--- src/include/mst_pkg.sv ---
// Shared constants and types for the management status timing block.
package mst_pkg;

	// ==========================================================
	// Clock and timing
	localparam int unsigned CLK_KHZ      = 200000;
	localparam int unsigned T_INIT_MS    = 2000;
	localparam int unsigned T_RST_MIN_US = 2;
	localparam int unsigned T_PDOFF_MS   = 300;
	localparam int unsigned INIT_CYC     = T_INIT_MS * CLK_KHZ;
	localparam int unsigned WAKE_CYC     = T_PDOFF_MS * CLK_KHZ;
	localparam int unsigned RST_MIN_INT  = (T_RST_MIN_US * CLK_KHZ + 999) / 1000;

	// ==========================================================
	// Widths and reset values
	localparam int unsigned RST_CNT_W = 9;
	localparam int unsigned TMR_W     = 32;
	localparam int unsigned FLAG_W    = 8;
	localparam logic [RST_CNT_W-1:0] RST_MIN_CYC = RST_CNT_W'(RST_MIN_INT);
	localparam logic [TMR_W-1:0]     TMR_MARGIN  = 32'h0000_0002;
	localparam logic [FLAG_W-1:0]    MASK_RST    = 8'h00;
	localparam logic [FLAG_W-1:0]    FLAGS_RST   = 8'h00;

	// ==========================================================
	// Flag positions
	localparam int unsigned FLAG_RX_LOS   = 0;
	localparam int unsigned FLAG_TX_FAULT = 1;

	// ==========================================================
	// Sequencer states
	typedef enum logic [2:0] {
		ST_HOLD   = 3'b000,
		ST_BOOT   = 3'b001,
		ST_INIT   = 3'b010,
		ST_READY  = 3'b011,
		ST_LOWPWR = 3'b100,
		ST_WAKE   = 3'b101
	} mst_state_t;

	// ==========================================================
	// Host side requests, each taken at the end of its bus transaction
	typedef struct packed {
		logic              mask_wr;
		logic [FLAG_W-1:0] mask_data;
		logic              pdown_wr;
		logic              pdown_data;
		logic              clr;
		logic [FLAG_W-1:0] clr_sel;
		logic              clr_init;
	} mst_host_req_t;

endpackage : mst_pkg
--- src/design/mst_low_filter.sv ---
// Minimum low-pulse filter for the module reset pin.
`timescale 1ns/1ps

module mst_low_filter (
	// Clock and reset
	input  wire logic i_mclk,
	input  wire logic i_rst_n,
	// Pin and result
	input  wire logic i_level_n,
	output logic      o_recognised,
	output logic      o_release
);
	import mst_pkg::*;

	typedef struct packed {
		logic [RST_CNT_W-1:0] cnt;
		logic                 seen;
	} mst_filt_t;

	mst_filt_t st_r;
	mst_filt_t st_nxt;

	// ==========================================================
	// Filter
	always_comb begin
		st_nxt = st_r;
		if (!i_level_n) begin
			if (st_r.cnt != RST_MIN_CYC) begin
				st_nxt.cnt = RST_CNT_W'(st_r.cnt + 1'b1);
			end
			if (st_r.cnt == RST_MIN_CYC) begin
				st_nxt.seen = 1'b1;
			end
		end else begin
			st_nxt.cnt  = '0;
			st_nxt.seen = 1'b0;
		end
	end

	always_ff @(posedge i_mclk or negedge i_rst_n) begin
		if (!i_rst_n) begin
			st_r <= '0;
		end else begin
			st_r <= st_nxt;
		end
	end

	assign o_recognised = st_r.seen;
	assign o_release    = st_r.seen & i_level_n;

	a_pulse_min_len: assert property (
		@(posedge i_mclk) disable iff (!i_rst_n)
		$rose(st_r.seen) |-> $past(st_r.cnt) == RST_MIN_CYC && !$past(i_level_n))
		else $error("Reset recognised before the minimum low time.");

endmodule : mst_low_filter

--- src/design/mst_mgmt_status.sv ---
// Start-up sequencing, event flags, interrupt line and power control of the management logic.
`timescale 1ns/1ps

module mst_mgmt_status #(
	parameter logic [31:0] INIT_CYCLES = mst_pkg::INIT_CYC,
	parameter logic [31:0] WAKE_CYCLES = mst_pkg::WAKE_CYC
) (
	// Clock and reset
	input  wire logic                        i_mclk,
	input  wire logic                        i_rst_n,
	// Host pins
	input  wire logic                        i_module_reset_n,
	input  wire logic                        i_low_power_request,
	input  wire logic                        i_module_select_n,
	// Host register requests from the serial bus front end
	input  wire mst_pkg::mst_host_req_t      i_host_req,
	// Conditions from the optical and electrical monitors
	input  wire logic [mst_pkg::FLAG_W-1:0]  i_cond,
	// Interrupt pin, open drain
	output logic                             o_interrupt_request_n_o,
	output logic                             o_interrupt_request_n_oe,
	// Status
	output logic [mst_pkg::FLAG_W-1:0]       o_flags,
	output logic [mst_pkg::FLAG_W-1:0]       o_mask,
	output logic                             o_init_flag,
	output logic                             o_data_not_ready,
	output logic                             o_pdown,
	output logic                             o_low_power,
	output logic                             o_bus_enable,
	output logic                             o_ready
);
	import mst_pkg::*;

	typedef struct packed {
		mst_state_t        state;
		logic [FLAG_W-1:0] flags;
		logic [FLAG_W-1:0] mask;
		logic              init_flag;
		logic              dnr;
		logic              pdown;
		logic              low_power;
		logic              bus_en;
		logic              irq;
	} mst_core_t;

	mst_core_t st_r;
	mst_core_t st_nxt;

	logic              rst_seen;
	logic              rst_release;
	logic              tmr_start;
	logic [TMR_W-1:0]  tmr_load;
	logic              tmr_busy;
	logic              tmr_done;
	logic [FLAG_W-1:0] clr_bits;

	// ==========================================================
	// Interrupt cause decode, shared by the next-state logic and the checks
	function automatic logic irq_cause(input logic [FLAG_W-1:0] flags,
	                                   input logic [FLAG_W-1:0] mask,
	                                   input logic              init_flag);
		irq_cause = init_flag | (|(flags & ~mask));
	endfunction : irq_cause

	function automatic logic is_active(input mst_state_t s);
		is_active = (s == ST_READY) || (s == ST_LOWPWR) || (s == ST_WAKE);
	endfunction : is_active

	// ==========================================================
	// Sub-blocks
	mst_low_filter u_rst_filter (
		.i_mclk       (i_mclk),
		.i_rst_n      (i_rst_n),
		.i_level_n    (i_module_reset_n),
		.o_recognised (rst_seen),
		.o_release    (rst_release)
	);

	mst_timer #(
		.W (TMR_W)
	) u_timer (
		.i_mclk  (i_mclk),
		.i_rst_n (i_rst_n),
		.i_start (tmr_start),
		.i_load  (tmr_load),
		.o_busy  (tmr_busy),
		.o_done  (tmr_done)
	);

	// The start cycle and the terminal cycle add two edges, taken off the load.
	always_comb begin
		tmr_start = 1'b0;
		tmr_load  = INIT_CYCLES - TMR_MARGIN;
		if (st_r.state == ST_BOOT) begin
			tmr_start = 1'b1;
		end else if (st_r.state == ST_LOWPWR && !st_r.pdown) begin
			tmr_start = 1'b1;
			tmr_load  = WAKE_CYCLES - TMR_MARGIN;
		end
	end

	assign clr_bits = i_host_req.clr ? i_host_req.clr_sel : '0;

	// ==========================================================
	// Next state
	always_comb begin
		st_nxt = st_r;
		// Set wins over the clear-on-read of the same cycle.
		st_nxt.flags = (st_r.flags & ~clr_bits) | i_cond;
		if (i_host_req.clr && i_host_req.clr_init) begin
			st_nxt.init_flag = 1'b0;
		end
		if (i_host_req.mask_wr) begin
			st_nxt.mask = i_host_req.mask_data;
		end
		if (i_host_req.pdown_wr) begin
			st_nxt.pdown = i_host_req.pdown_data;
		end
		unique case (st_r.state)
			ST_HOLD: begin
				st_nxt.dnr = 1'b1;
				if (rst_release) begin
					st_nxt.state = ST_BOOT;
				end
			end
			ST_BOOT: begin
				st_nxt.state = ST_INIT;
			end
			ST_INIT: begin
				if (tmr_done) begin
					st_nxt.state     = ST_READY;
					st_nxt.dnr       = 1'b0;
					st_nxt.init_flag = 1'b1;
				end
			end
			ST_READY: begin
				if (st_r.pdown) begin
					st_nxt.state = ST_LOWPWR;
				end
			end
			ST_LOWPWR: begin
				st_nxt.dnr = 1'b1;
				if (!st_r.pdown) begin
					st_nxt.state = ST_WAKE;
				end
			end
			ST_WAKE: begin
				if (st_r.pdown) begin
					st_nxt.state = ST_LOWPWR;
				end else if (tmr_done) begin
					st_nxt.state     = ST_READY;
					st_nxt.dnr       = 1'b0;
					st_nxt.init_flag = 1'b1;
				end
			end
			default: begin
				st_nxt.state = ST_HOLD;
			end
		endcase
		// A recognised module reset wipes everything the host has set up.
		// The release edge itself leaves hold, since the filter forgets the pulse right after.
		if (rst_seen) begin
			st_nxt.state     = rst_release ? ST_BOOT : ST_HOLD;
			st_nxt.flags     = FLAGS_RST;
			st_nxt.mask      = MASK_RST;
			st_nxt.init_flag = 1'b0;
			st_nxt.pdown     = 1'b0;
			st_nxt.dnr       = 1'b1;
		end
		st_nxt.low_power = i_low_power_request | st_r.pdown;
		// Responding while in low power lets the host clear the power-down bit.
		st_nxt.bus_en = ~i_module_select_n & is_active(st_r.state);
		st_nxt.irq    = irq_cause(st_r.flags, st_r.mask, st_r.init_flag);
	end

	// ==========================================================
	// State register
	always_ff @(posedge i_mclk or negedge i_rst_n) begin
		if (!i_rst_n) begin
			st_r.state     <= ST_BOOT;
			st_r.flags     <= FLAGS_RST;
			st_r.mask      <= MASK_RST;
			st_r.init_flag <= 1'b0;
			st_r.dnr       <= 1'b1;
			st_r.pdown     <= 1'b0;
			st_r.low_power <= 1'b0;
			st_r.bus_en    <= 1'b0;
			st_r.irq       <= 1'b0;
		end else begin
			st_r <= st_nxt;
		end
	end

	// ==========================================================
	// Outputs
	assign o_interrupt_request_n_o  = 1'b0;
	assign o_interrupt_request_n_oe = st_r.irq;
	assign o_flags                  = st_r.flags;
	assign o_mask                   = st_r.mask;
	assign o_init_flag              = st_r.init_flag;
	assign o_data_not_ready         = st_r.dnr;
	assign o_pdown                  = st_r.pdown;
	assign o_low_power              = st_r.low_power;
	assign o_bus_enable             = st_r.bus_en;
	assign o_ready                  = (st_r.state == ST_READY);

	// ==========================================================
	// Checks
	logic [TMR_W-1:0] start_cnt_r;

	always_ff @(posedge i_mclk or negedge i_rst_n) begin
		if (!i_rst_n) begin
			start_cnt_r <= '0;
		end else if (st_r.state == ST_BOOT || st_r.state == ST_HOLD) begin
			start_cnt_r <= '0;
		end else if (st_r.state == ST_INIT) begin
			start_cnt_r <= TMR_W'(start_cnt_r + 1'b1);
		end
	end

	a_init_bounded: assert property (
		@(posedge i_mclk) disable iff (!i_rst_n)
		st_r.state == ST_INIT |-> start_cnt_r < INIT_CYCLES)
		else $error("Start-up interval overran its limit.");

	a_dnr_clear_irq: assert property (
		@(posedge i_mclk) disable iff (!i_rst_n || rst_seen)
		(st_r.state == ST_INIT && tmr_done) |=> !o_data_not_ready && o_init_flag ##1 o_interrupt_request_n_oe)
		else $error("Start-up end did not clear not-ready and raise the interrupt.");

	a_bus_after_init: assert property (
		@(posedge i_mclk) disable iff (!i_rst_n)
		o_bus_enable |-> $past(is_active(st_r.state)))
		else $error("Serial bus answered before start-up finished.");

	a_lp_request_enter: assert property (
		@(posedge i_mclk) disable iff (!i_rst_n)
		i_low_power_request |=> o_low_power)
		else $error("Low-power request was not followed.");

	a_pdown_enter: assert property (
		@(posedge i_mclk) disable iff (!i_rst_n || rst_seen)
		(i_host_req.pdown_wr && i_host_req.pdown_data) |=> ##1 o_low_power)
		else $error("Power-down bit did not reach low power.");

	a_flag_capture: assert property (
		@(posedge i_mclk) disable iff (!i_rst_n || rst_seen)
		(|i_cond) |=> (o_flags & $past(i_cond)) == $past(i_cond))
		else $error("A condition was not latched into its flag.");

	a_irq_assert: assert property (
		@(posedge i_mclk) disable iff (!i_rst_n)
		irq_cause(st_r.flags, st_r.mask, st_r.init_flag) |=> o_interrupt_request_n_oe)
		else $error("Interrupt line not driven low for an active cause.");

	a_irq_release: assert property (
		@(posedge i_mclk) disable iff (!i_rst_n)
		!irq_cause(st_r.flags, st_r.mask, st_r.init_flag) |=> !o_interrupt_request_n_oe)
		else $error("Interrupt line held after all causes were cleared.");

	a_mask_inhibit: assert property (
		@(posedge i_mclk) disable iff (!i_rst_n || rst_seen)
		(i_host_req.mask_wr && o_flags == '0 && !o_init_flag && i_cond == '0)
		|=> o_mask == $past(i_host_req.mask_data))
		else $error("Mask write was not applied.");

	a_sel_respond: assert property (
		@(posedge i_mclk) disable iff (!i_rst_n)
		(!i_module_select_n && o_ready) |=> o_bus_enable)
		else $error("Selected module did not answer the serial bus.");

	a_sel_release: assert property (
		@(posedge i_mclk) disable iff (!i_rst_n)
		i_module_select_n |=> !o_bus_enable)
		else $error("Deselected module kept answering the serial bus.");

	a_wake_start: assert property (
		@(posedge i_mclk) disable iff (!i_rst_n || rst_seen)
		(st_r.state == ST_LOWPWR && !st_r.pdown) |=> st_r.state == ST_WAKE && tmr_busy)
		else $error("Power-down clear did not start the wake interval.");

endmodule : mst_mgmt_status

--- src/design/mst_timer.sv ---
// Loadable down-counter that bounds the start-up and wake intervals.
`timescale 1ns/1ps

module mst_timer #(
	parameter int W = 32
) (
	// Clock and reset
	input  wire logic         i_mclk,
	input  wire logic         i_rst_n,
	// Control
	input  wire logic         i_start,
	input  wire logic [W-1:0] i_load,
	// Status
	output logic              o_busy,
	output logic              o_done
);
	import mst_pkg::*;

	typedef struct packed {
		logic [W-1:0] cnt;
		logic         busy;
	} mst_tmr_t;

	mst_tmr_t st_r;
	mst_tmr_t st_nxt;

	// ==========================================================
	// Counter
	always_comb begin
		st_nxt = st_r;
		if (i_start) begin
			st_nxt.cnt  = i_load;
			st_nxt.busy = 1'b1;
		end else if (st_r.busy) begin
			st_nxt.cnt = W'(st_r.cnt - 1'b1);
			if (st_r.cnt <= 1) begin
				st_nxt.busy = 1'b0;
			end
		end
	end

	always_ff @(posedge i_mclk or negedge i_rst_n) begin
		if (!i_rst_n) begin
			st_r <= '0;
		end else begin
			st_r <= st_nxt;
		end
	end

	assign o_busy = st_r.busy;
	assign o_done = st_r.busy & (st_r.cnt <= 1) & ~i_start;

	a_timer_done_stops: assert property (
		@(posedge i_mclk) disable iff (!i_rst_n)
		(o_done && !i_start) |=> !o_busy)
		else $error("Timer kept running after its terminal count.");

endmodule : mst_timer

--- config.mk ---
export PLATFORM = sky130hd
export DESIGN_NAME = mst_mgmt_status
export DESIGN_NICKNAME = d
export VERILOG_FILES = /design/src/include/mst_pkg.sv /design/src/design/mst_low_filter.sv /design/src/design/mst_mgmt_status.sv /design/src/design/mst_timer.sv
export SDC_FILE = /design/constraint.sdc
export NUM_CORES = 1
export LEC_CHECK = 0
export ABC_AREA = 1
export BUFFER_PORTS_ARGS = -buffer_cell sky130_fd_sc_hd__buf_2
export CORE_AREA = 4 4 103 129
export DETAILED_ROUTE_END_ITERATION = 6
export DIE_AREA = 0 0 107 133
export GPL_ROUTABILITY_DRIVEN = 0
export GPL_TIMING_DRIVEN = 0
export PLACE_DENSITY = 0.52
export SLEW_MARGIN = 10
export SYNTH_ARGS = -nofsm -noshare
export SYNTH_HDL_FRONTEND = slang
export SYNTH_HIERARCHICAL = 1
export SYNTH_SLANG_ARGS = --single-unit
--- constraint.sdc ---
create_clock -name i_mclk -period 2.4 [get_ports i_mclk]
set_input_delay 0.24 -clock i_mclk [delete_from_list [all_inputs] [get_ports i_mclk]]
set_output_delay 0.24 -clock i_mclk [all_outputs]
set_load 0.03 [all_outputs]
Word-level counts from Yosys, hierarchy flattened
Cells that the tools add are included.
{"block": "word_totals", "out_inout_bits": 24, "ff_bits": 68, "latch_bits": 0, "n_memories": 0, "rom_bits": 0, "in_bits": 34, "ramBits": 0}
{"block": "op_classes", "bitwise": 13, "mux": 26, "n_div": 0, "multipliers": 0, "n_eq_ne": 11, "order_cmp": 1, "n_shift": 0, "addsub": 2, "reduce_logical": 16}
{"op": "$mux 33", "count": 2}
{"op": "$le 32x1->1 const B", "count": 1}
{"op": "$mux 32", "count": 1}
{"op": "$sub 32x1->32 const B", "count": 1}
{"op": "$mux 29", "count": 1}
{"op": "$mux 22", "count": 1}
{"op": "$pmux 3 s6", "count": 1}
{"op": "$and 8x8->8", "count": 2}
{"op": "$mux 8", "count": 2}
{"op": "$not 8->8", "count": 2}
{"op": "$mux 3", "count": 5}
{"op": "$mux 10", "count": 1}
{"op": "$reduce_bool 2->1", "count": 5}
{"op": "$add 9x1->9 const B", "count": 1}
{"op": "$eq 9x9->1 const B", "count": 1}
{"op": "$mux 9", "count": 1}
{"op": "$ne 3x2->1 const B", "count": 3}
{"op": "$ne 9x9->1 const B", "count": 1}
{"op": "$or 8x8->8", "count": 1}
{"op": "$reduce_or 8->1", "count": 1}
{"op": "$mux 1", "count": 7}
{"op": "$eq 3x2->1 const B", "count": 2}
{"op": "$eq 3x3->1 const B", "count": 2}
{"op": "$and 1x1->1", "count": 4}
{"op": "15 further kinds", "count": 20}

Depth between registers and ports, before layout
Gate-level depths: netlist (run 1).
{"block": "depth", "ltp_word": 10, "depth_mapped": 17}

Cells and area by module
The synthesis (run 1) kept the hierarchy.
{"module": "mst_timer", "seq_area_each_um2": 825.8, "area_per_inst_um2": 2308.5, "n_inst": 1, "cells_each": 325}
{"module": "mst_mgmt_status", "seq_area_each_um2": 628.1, "area_per_inst_um2": 1370.1, "n_inst": 1, "cells_each": 174}
{"module": "mst_low_filter", "seq_area_each_um2": 250.2, "area_per_inst_um2": 560.5, "n_inst": 1, "cells_each": 74}

Least setup slack after synthesis (run 1)
OpenSTA, ideal clock, no wires.
{"block": "synth_timing", "path_kind": "register -> register", "from": "reg st_r[22] (netlist name)", "to": "reg st_r[22] (netlist name)", "stages_incl_launch_ff": 18, "n_path_buf": 2, "arrival_ns": 2.035, "setup_ns": 0.060, "required_time_ns": 2.340, "slack_ns": 0.305, "path_cell_list": "dfstp_2 -> buf_6 -> nor2_2 -> nand2_2 -> nor2_2 -> inv_2 -> nand2_1 -> buf_2 -> nor2_1 -> o211a_1 -> nand3_1 -> nor3_1 -> inv_1 -> nor2_1 -> nand2_2 -> nand3_1 -> nand2_1 -> nand2_1"}

==> out/results.tsv, run 1 <==
stage	metric	value	unit
yosys	syn_avg_cell_area	7.398	sq um
route	vias	3915	
route	viasPerCell	4.683	
worst_setup_path	cp_top_family	simple AND/OR/NAND/NOR gates	
floorplanning	die_w	107	microns
worst_setup_path	r2r-end	st_r[22]$_DFFE_PN1P_	
clocking	path_clk_slew	0.06	ns
route	drc	0	
hold_path	hold_class	input pin to flop	
timing	setup_slack	0.1265	ns
yosys	synth.area.top_cells	dfrtp_1, nand2_1, nor2_1, nand3_1, a22oi_1	
yosys	synth_top_area_share	38.96	%
flow_run	cap_violations	0	
floorplanning	initial_utilization	35.18	%
yosys	synth.yosys.seq_area_share	40.20	%
worst_setup_path	cp.arrival	2.55	ns
hold_path	hold_depth	2	
yosys	synth_most_common_cell	nand2_1	
clocking	cts_tree	done	
route	drtAntennaViolNets	0	
timing	setup_viol	0	
worst_setup_path	cp-startpoint	st_r[22]$_DFFE_PN1P_	
clocking	clk_latency	0.33	ns
pwr	p_leak	2.484	nW
floorplanning	core	0.01205	sq mm
run_status	status	completed	
worst_setup_path	start_kind	flop	
worst_setup_path	critPathBufInv	4	
yosys	yosys_warnings	6	
timing	worst_slew_pin_slew	0.6218	ns
clocking	cts-root-buf	clkbuf_16	
timing	hold_viol_final	0	
yosys	synth_common_cells	nand2_1, nor2_1, dfrtp_1, nand3_1, inv_1	
global_route	grt_remaining_overflow	0	
yosys	yosys_register_bits	68	
floorplanning	rows	45	
global_route	first_global_vias	3975	
global_route	grt_usage	16.75	%
yosys	synth_top_cell_by_area	dfrtp_1	
yosys	synth_cell_types	37	
timing	period_share	94.73	%
yosys	syn_inst	573	
timing	final-max-slew-violation-count	0	
cells_and_area	area.growth.synth_to_final	22.85	%
route	wire_per_inst	13.34	microns
timing	max_freq	439.9	MHz
yosys	syn_area	0.004239	sq mm
route	wirelength	11150	microns
clocking	clock_path_buffers	2	
global_route	antenna_found_initial	0	
placed_design	port_buffers	54	
worst_setup_path	crit_slowest_cell	dfstp_2	
placed_design	dpl_worst_slack	-0.1193	ns
yosys	synth_flop_cell	dfrtp_1	
clocking	cts_max_level	3	
clocking	cts_buffers	9	
global_route	grt_pass1_wl	19150	microns
timing	slew-limit-headroom	58.55	%
timing	finClkSkew	0.005125	ns
clocking	cts.sinks	68	
worst_setup_path	worstPathCellList	buf_6 > nor2_2 > nand2_2 > nor2_2 > inv_2 > nand2_1 > buf_2 > nor2_2 > o211a_1 > nand3_2 > nor3_4 > buf_4 > nand4_1 > nand3_1 > nand2_1 > nand2_1	
floorplanning	die_h	133	microns
worst_setup_path	crit_end	st_r[22]$_DFFE_PN1P_	
worst_setup_path	worstPathRequired	2.67	ns
worst_setup_path	worstSetupPathType	flop to flop	
worst_setup_path	cpPeakStageDelay	0.52	ns
worst_setup_path	cp.depth	16	
floorplanning	dieArea	0.01423	sq mm
worst_setup_path	rr_worst_depth	16	
worst_setup_path	crit_path_end_kind	flop	
pwr	power_density	1036	mW/mm^2
cells_and_area	drive_gt1_share	22.32	%
yosys	synth_edf_count	0	
worst_setup_path	rr_startpoint	st_r[22]$_DFFE_PN1P_	
cells_and_area	num_antenna_cells	0	
route	drtPass1Iterations	5	
timing	min_period	2.273	ns
cells_and_area	fin_util	43.22	%
worst_setup_path	critPathMaxFanout	8	
timing	fin_tns_setup	0	ns
route	drtIter0Drc	180	
yosys	async_flop_share	100.0	%
worst_setup_path	regToRegSetupSlack	0.13	ns
pwr	ir_drop	0.3265	mV
global_route	grt_max_degree	50	
placed_design	place_hpwl	8279	microns
cells_and_area	final_nets	706	
floorplanning	ios	58	
## repair_timing
action | CTS | global route
pin swaps | 1 | 1
buffers inserted | 1 | 2
gates cloned | 0 | 0
resized for setup | 2 | 3
hold buffers | 1 | 0
endpoints found under the hold margin | 18 | 0
endpoints found under the setup margin | 4 | 4
## kinds of logic after synthesis
kind of cell / count (synthesis) / share of synthesized area (%)
AND/OR/NAND/NOR: 319 / 34.21
buffers and inverters: 87 / 9.563
AO/OA/AOI/OAI: 82 / 12.40
flip-flops: 68 / 40.20
XOR/XNOR: 11 / 2.273
adder cells (fa/ha/maj): 4 / 1.181
other: 2 / 0.1772
## power by group
part           internal, W  switching, W  total, W
registers          0.00148      0.000393   0.00187
clock network     0.000905      0.000517   0.00142
logic             0.000759       0.00134   0.00210
total              0.00314       0.00225   0.00539
## through the flow
| step | hold WS, ns | area (sq um) | total power [W] | instances |
|---|---|---|---|---|
| final | 0.09071 | 5207 | 0.005393 | 836 |
| after global routing | 0.09757 | 5207 | 0.005849 | 836 |
| after CTS | 0.07941 | 5182 | 0.005440 | 834 |
| after detailed placement | 0.1581 | 4838 | 0.003980 | 817 |
| after global placement | 0.4239 | 4808 | 0.003927 | 816 |
| after floorplan | -0.05559 | 4333 | 0.003404 | 598 |
## how the worst min path moves through the flow
| stage | startpoint | end | slack, ns |
|---|---|---|---|
| 6_report | i_low_power_request | o_low_power$_DFF_PN0_ | 0.09 |
| 3_5_place_dp | i_rst_n | u_timer/st_r[5]$_DFFE_PN0P_ | 0.16 |
| 4_1_cts | i_low_power_request | o_low_power$_DFF_PN0_ | 0.08 |
| 2_1_floorplan | i_rst_n | o_bus_enable$_DFF_PN0_ | -0.06 |
| 5_1_grt | i_low_power_request | o_low_power$_DFF_PN0_ | 0.1 |
| 3_3_place_gp | i_low_power_request | o_low_power$_DFF_PN0_ | 0.42 |
## sequential cells by signal (all words and copies together), names as in the netlist
| signal | count |
|---|---|
| o_bus_enable | 1 |
| o_mask | 8 |
| u_rst_filter/o_recognised | 1 |
| o_interrupt_request_n_oe | 1 |
| u_timer/o_busy | 1 |
| u_rst_filter/st_r | 9 |
| o_low_power | 1 |
| o_data_not_ready | 1 |
| o_pdown | 1 |
| st_r | 3 |
| o_flags | 8 |
| o_init_flag | 1 |
| u_timer/st_r | 32 |
## final cells by class
class | count | area (sq um)
timing repair buffer | 59 | 332.8
multi-input combinational | 443 | 2245
fill | 1298 | 6842
clock inverter | 6 | 90.09
inverter | 55 | 206.4
clock buffer | 9 | 225.2
buffer | 32 | 198.9
sequential | 68 | 1704
tap | 164 | 205.2
## layout by cell type (no fill, tap or decap), types with 10 or more instances in the layout
cell / instances
nor2_2: 17
buf_4: 21
nand2_2: 11
nand2_1: 141
o21bai_1: 10
a22oi_1: 25
nor2_1: 73
nand4_1: 10
dfrtp_1: 66
inv_1: 45
nand3_1: 50
conb_1: 27
a21oi_1: 14
buf_2: 59
o21ai_1: 18
## per-layer routing
metal	part of all wire, %	wire length [microns]	GRT usage, %	vias up
li1	-	-	-	2020
met1	44	4907	20.87	1787
met2	49	5464	28.47	93
met3	4.9	545	3.465	15
met4	2.1	231	6.112	0
met5	0	0	0	-
Note: power is estimated with default switching activity, not from simulation.
==> inputs of run 2 (changes only) <==
--- a/config.mk
+++ b/config.mk
@@ -13,6 +13,7 @@
 export GPL_ROUTABILITY_DRIVEN = 0
 export GPL_TIMING_DRIVEN = 0
 export PLACE_DENSITY = 0.52
+export REMOVE_ABC_BUFFERS = 1
 export SLEW_MARGIN = 10
 export SYNTH_ARGS = -nofsm -noshare
 export SYNTH_HDL_FRONTEND = slang
==> run 2 against run 1 <==
Effect of this change: clock skew up 0.0032 ns; via count down 2.0%; final cell count down 3.2%; first-iteration DRC count down 12%; utilization down 1.1 points; register-to-register slack better by 0.07 ns; die area unchanged; routed wire length down 4.0%; global-route usage down 0.69 points; combinational power down 3%; power down 0.36%; largest cell class unchanged; highest routed layer unchanged.
==> out/results.tsv, run 2 (synthesized netlist as in run 1, its figures left out) <==
stage	metric	value	unit
run_status	status	completed	
worst_setup_path	cp.arrival	2.47	ns
cells_and_area	area.growth.synth_to_final	19.75	%
route	vias	3837	
clocking	cts_tree	done	
global_route	use_met3	3.075	%
worst_setup_path	crit_path_end_kind	flop	
cells_and_area	largest-register	u_timer/st_r	
timing	setup_viol	0	
pwr	p_leak	2.394	nW
hold_path	hold_class	input pin to flop	
cells_and_area	largest_register_ffs	32	
clocking	cts-root-buf	clkbuf_16	
cells_and_area	register_area	0.001704	sq mm
global_route	grt_usage	16.07	%
clocking	cts_max_level	3	
pwr	ir_drop	0.4190	mV
clocking	clock_path_buffers	2	
cells_and_area	multi_input_area	0.002276	sq mm
worst_setup_path	critPathMaxFanout	23	
cells_and_area	final_cell_mix	nand2_1, nor2_1, dfrtp_1, buf_2, nand3_1	
route	drtPass1Iterations	4	
worst_setup_path	worstSetupPathType	flop to flop	
floorplanning	dieArea	0.01423	sq mm
clocking	clk_latency	0.33	ns
timing	max_freq	454.5	MHz
cells_and_area	largestRegisters	u_timer/st_r x32, u_rst_filter/st_r x9	
timing	min_period	2.200	ns
timing	finClkSkew	0.008341	ns
worst_setup_path	cp-startpoint	st_r[24]$_DFFE_PN0P_	
timing	fin_tns_setup	0	ns
cells_and_area	drive_gt1_share	20.47	%
cells_and_area	final_nets	678	
floorplanning	ios	58	
cells_and_area	nFillCells	1296	
global_route	antenna_found_initial	0	
timing	hold_viol_final	0	
route	drc	0	
global_route	top_usage_layer	met2	
worst_setup_path	rr_startpoint	st_r[24]$_DFFE_PN0P_	
global_route	grt_util_met2	28.36	%
worst_setup_path	rr_worst_depth	8	
route	viasPerCell	4.743	
placed_design	place_hpwl	7748	microns
cells_and_area	num_antenna_cells	0	
worst_setup_path	r2r-end	u_timer/st_r[14]$_DFFE_PN0P_	
worst_setup_path	crit_end	u_timer/st_r[14]$_DFFE_PN0P_	
timing	worst_slew_pin_slew	0.6387	ns
timing	rsz0062_at_grt	false	
pwr	power_density	1059	mW/mm^2
clocking	cts_buffers	9	
floorplanning	die_h	133	microns
cells_and_area	final_common_cell	nand2_1	
timing	slew-limit-headroom	57.32	%
route	drtIter0Drc	158	
timing	period_share	91.68	%
global_route	global_route.usage.met1	19.28	%
placed_design	port_buffers	56	
clocking	cts.sinks	68	
cells_and_area	stdcell_count	809	
route	drtAntennaViolNets	0	
global_route	first_global_vias	3849	
floorplanning	rows	45	
route	wire_per_inst	13.23	microns
floorplanning	initial_utilization	35.18	%
placed_design	dp.cells	788	
floorplanning	core	0.01205	sq mm
clocking	path_clk_slew	0.06	ns
worst_setup_path	regToRegSetupSlack	0.20	ns
flow_run	cap_violations	0	
global_route	grt_pass1_wl	18280	microns
route	wirelength	10700	microns
worst_setup_path	worstPathRequired	2.67	ns
worst_setup_path	start_kind	flop	
global_route	grt_max_degree	44	
timing	final-max-slew-violation-count	0	
global_route	grt_remaining_overflow	0	
floorplanning	die_w	107	microns
run 2: cell count changes in the layout (fill, tap and decap cells not counted), moves of 2 or more:
cell | before | now
nor2_4 | 6 | 8
clkbuf_1 | 8 | 0
buf_4 | 21 | 4
buf_2 | 59 | 55
nor2_2 | 17 | 15
run 2: repair_timing:
item                                    CTS  global route
setup buffers                             2             1
gates cloned                              1             0
hold buffers                              1             0
pin swaps                                 2             1
endpoints found under the setup margin   38            10
endpoints found under the hold margin    25             0
resized for setup                         7             1
run 2: area by class of cell:
| cell class | count | share of cell area [%] |
|---|---|---|
| multi-input combinational | 444 | 44.84 |
| sequential | 68 | 33.57 |
| timing repair buffer | 62 | 7.050 |
| clock buffer | 9 | 4.437 |
| inverter | 55 | 4.116 |
| tap | 164 | 4.042 |
| clock inverter | 7 | 1.947 |
run 2: critical path: stages (launching register included):
cell     delay (ns)
dfrtp_1        0.49
inv_2          0.13
nand3_2        0.21
nand2_8        0.17
nor2_4         0.55
inv_2          0.26
a21oi_1        0.17
o21ai_1        0.08
nand2_1        0.05
run 2: metrics by stage:
step           setup WS, ns  utilization [%]  hold WS (ns)  area [sq um]  total power, W
6_report             0.1996            42.13       0.09434          5076        0.005374
5_1_grt             0.04205            42.13       0.08491          5076        0.005798
4_1_cts             0.08218            42.02       0.07940          5064        0.005432
3_5_place_dp        -0.8488            38.75        0.1905          4669        0.003884
3_3_place_gp         -2.211            38.34        0.4225          4619        0.003835
2_1_floorplan       -0.6000                -      -0.05559          4134        0.003323
run 2: worst min path at each step:
| stage | start | end | slack [ns] | cells past startpoint |
|---|---|---|---|---|
| after detailed placement | i_rst_n | u_timer/st_r[30]$_DFFE_PN0P_ | 0.19 | 1 |
| after global routing | i_low_power_request | o_low_power$_DFF_PN0_ | 0.08 | 2 |
| after global placement | i_low_power_request | o_low_power$_DFF_PN0_ | 0.42 | 2 |
| after floorplan | i_rst_n | o_bus_enable$_DFF_PN0_ | -0.06 | 0 |
| final | i_host_req[11] | o_pdown$_DFFE_PN0P_ | 0.09 | 2 |
| after CTS | i_host_req[11] | o_pdown$_DFFE_PN0P_ | 0.08 | 2 |
run 2: layer usage:
metal | up-vias | part of all wire (%)
met3 | 14 | 4.0
met1 | 1784 | 44
met5 | - | 0
met4 | 0 | 1.6
li1 | 1962 | -
met2 | 77 | 51
run 2: power breakdown:
part	switching (W)	internal, W	total, W	leakage (nW)
logic	0.00131	0.000720	0.00203	1.42
registers	0.000429	0.00148	0.00191	0.822
clock network	0.000525	0.000914	0.00144	0.156
total	0.00226	0.00311	0.00537	2.39
==> inputs of run 3 (changes only) <==
--- a/config.mk
+++ b/config.mk
@@ -7,12 +7,11 @@
 export LEC_CHECK = 0
 export ABC_AREA = 1
 export BUFFER_PORTS_ARGS = -buffer_cell sky130_fd_sc_hd__buf_2
-export CORE_AREA = 4 4 103 129
+export CORE_AREA = 4 4 82 103
 export DETAILED_ROUTE_END_ITERATION = 6
-export DIE_AREA = 0 0 107 133
+export DIE_AREA = 0 0 86 107
 export GPL_ROUTABILITY_DRIVEN = 0
-export GPL_TIMING_DRIVEN = 0
-export PLACE_DENSITY = 0.52
+export PLACE_DENSITY = 0.78
 export REMOVE_ABC_BUFFERS = 1
 export SLEW_MARGIN = 10
 export SYNTH_ARGS = -nofsm -noshare
==> run 3 against run 2 <==
Effect of this change: first-iteration DRC count up 75%; register-to-register slack about the same; clock skew up 0.0029 ns; critical path depth up 7; die area down 35%; critical endpoint is now st_r[22]$_DFFE_PN1P_.
==> out/results.tsv, run 3 (synthesized netlist as in run 1, its figures left out) <==
stage	metric	value	unit
worst_setup_path	critPathMaxFanout	8	
route	viasPerCell	5.300	
clocking	cts-root-buf	clkbuf_8	
timing	setup_viol	0	
global_route	first_global_vias	3970	
cells_and_area	largest_register_ffs	32	
worst_setup_path	worstPathCellList	nor2_2 > nand2_2 > nor2_2 > inv_2 > nand2_1 > nor2_1 > o211a_1 > nand3_1 > nor3_4 > inv_1 > nor2_1 > nand2_2 > nand3_1 > nand2_1 > nand2_1	
pwr	ir_drop	0.6548	mV
clocking	cts_max_level	3	
clocking	clk_latency	0.34	ns
global_route	grt_remaining_overflow	0	
floorplanning	die_h	107	microns
clocking	post_cts_buffers	0	
route	wirelength	10130	microns
cells_and_area	nFillCells	636	
route	vias	3906	
floorplanning	die_w	86	microns
timing	max_freq	454.5	MHz
timing	hold_viol_final	0	
pwr	finalPower	0.005028	W
timing	worst_slew_pin_slew	0.5523	ns
floorplanning	core	0.007401	sq mm
timing	period_share	91.68	%
timing	setup_slack	0.1998	ns
worst_setup_path	cp.arrival	2.49	ns
route	wire_per_inst	13.74	microns
worst_setup_path	cp_common_cell	nand2_1	
worst_setup_path	worstPathRequired	2.69	ns
run_status	status	completed	
clocking	path_clk_slew	0.08	ns
floorplanning	rows	35	
flow_run	cap_violations	0	
global_route	grt_usage	23.63	%
timing	final-max-slew-violation-count	0	
placed_design	dpl_worst_slack	0.1448	ns
timing	rsz0062_at_grt	false	
clocking	clock_path_buffers	2	
hold_path	hold_class	input pin to flop	
pwr	power_density	1034	mW/mm^2
timing	slew-limit-headroom	63.14	%
placed_design	place_hpwl	7649	microns
route	drtPass1Iterations	7	
timing	min_period	2.200	ns
worst_setup_path	start_kind	flop	
cells_and_area	final_common_cell	nand2_1	
cells_and_area	final_nets	678	
cells_and_area	fin_util	65.70	%
worst_setup_path	cpPeakStageDelay	0.61	ns
timing	finClkSkew	0.01128	ns
cells_and_area	area.growth.synth_to_final	14.70	%
route	drtIter0Drc	276	
worst_setup_path	worstSetupPathType	flop to flop	
global_route	grt_pass1_wl	17610	microns
pwr	p_leak	2.346	nW
cells_and_area	drive_gt1_share	20.00	%
placed_design	port_buffers	56	
clocking	cts_tree	done	
route	drc	0	
floorplanning	ios	58	
clocking	cts_buffers	9	
cells_and_area	final_cell_mix	nand2_1, nor2_1, dfrtp_1, buf_2, nand3_1	
global_route	grt_max_degree	35	
worst_setup_path	crit_path_end_kind	flop	
floorplanning	dieArea	0.009202	sq mm
clocking	cts.sinks	68	
cells_and_area	num_antenna_cells	0	
floorplanning	initial_utilization	57.28	%
cells_and_area	largestRegisters	u_timer/st_r x32, u_rst_filter/st_r x9	
cells_and_area	largest-register	u_timer/st_r	
global_route	antenna_found_initial	0	
route	drtAntennaViolNets	0	
worst_setup_path	crit_slowest_cell	dfstp_2	
-- run 3: critical path: cells and delay by family, from the launching register on --
family | cells | cell delay (ns)
and+or+nand+nor | 12 | 1.23
DFF | 1 | 0.61
buffers and inverters | 2 | 0.18
AOI/OAI and AO/OA | 1 | 0.15
-- run 3: repair_timing --
| action | in CTS | in global routing |
|---|---|---|
| hold endpoints to repair | 12 | 0 |
| resized for setup | 0 | 3 |
| hold buffers | 1 | 0 |
| endpoints found under the setup margin | 0 | 6 |
-- run 3: worst paths after layout --
path | slack, ns | cells after the start | end | from
min reg2reg | 0.48 | 2 | o_data_not_ready$_DFFE_PN1P_ | o_data_not_ready$_DFFE_PN1P_
max reg2reg | 0.20 | 15 | st_r[22]$_DFFE_PN1P_ | st_r[22]$_DFFE_PN1P_
max | 0.20 | 15 | st_r[22]$_DFFE_PN1P_ | st_r[22]$_DFFE_PN1P_
max in group asynchronous | 1.39 | 3 | o_data_not_ready$_DFFE_PN1P_ | i_rst_n
min in group asynchronous | 0.33 | 2 | u_timer/st_r[32]$_DFFE_PN0P_ | i_rst_n
min | 0.08 | 2 | o_low_power$_DFF_PN0_ | i_low_power_request
-- run 3: metrics by stage --
step	instance area (sq um)	std cells	hold WS, ns	setup TNS (ns)
finish	4862	737	0.08079	0
global route	4862	737	0.08053	0
CTS	4846	737	0.06289	0
detailed placement	4602	720	0.1716	0
global placement	4602	720	0.1689	0
floorplan	4134	566	-0.05559	-12.81
-- run 3: routing by layer --
metal,track usage [%],part of all wire [%]
met1,28.93,42
met2,40.74,50
met3,4.612,5.2
met4,8.710,2.6
met5,0,0
-- run 3: cell type report --
cell class / count / area (sq um) / share of cell area (%)
well taps: 92 / 115.1 / 2.367
clock buffers: 11 / 151.4 / 3.114
flip-flops and latches: 68 / 1704 / 35.05
repair buffers: 63 / 360.3 / 7.411
multi-input cells: 443 / 2242 / 46.11
inverters: 55 / 206.4 / 4.246
clock inverters: 5 / 82.58 / 1.698
-- run 3: report_power, final --
part	switching, W	internal, W	total (W)	leakage (nW)
Sequential	0.000444	0.00148	0.00192	0.822
Clock	0.000456	0.000646	0.00110	0.120
Combinational	0.00128	0.000722	0.00201	1.40
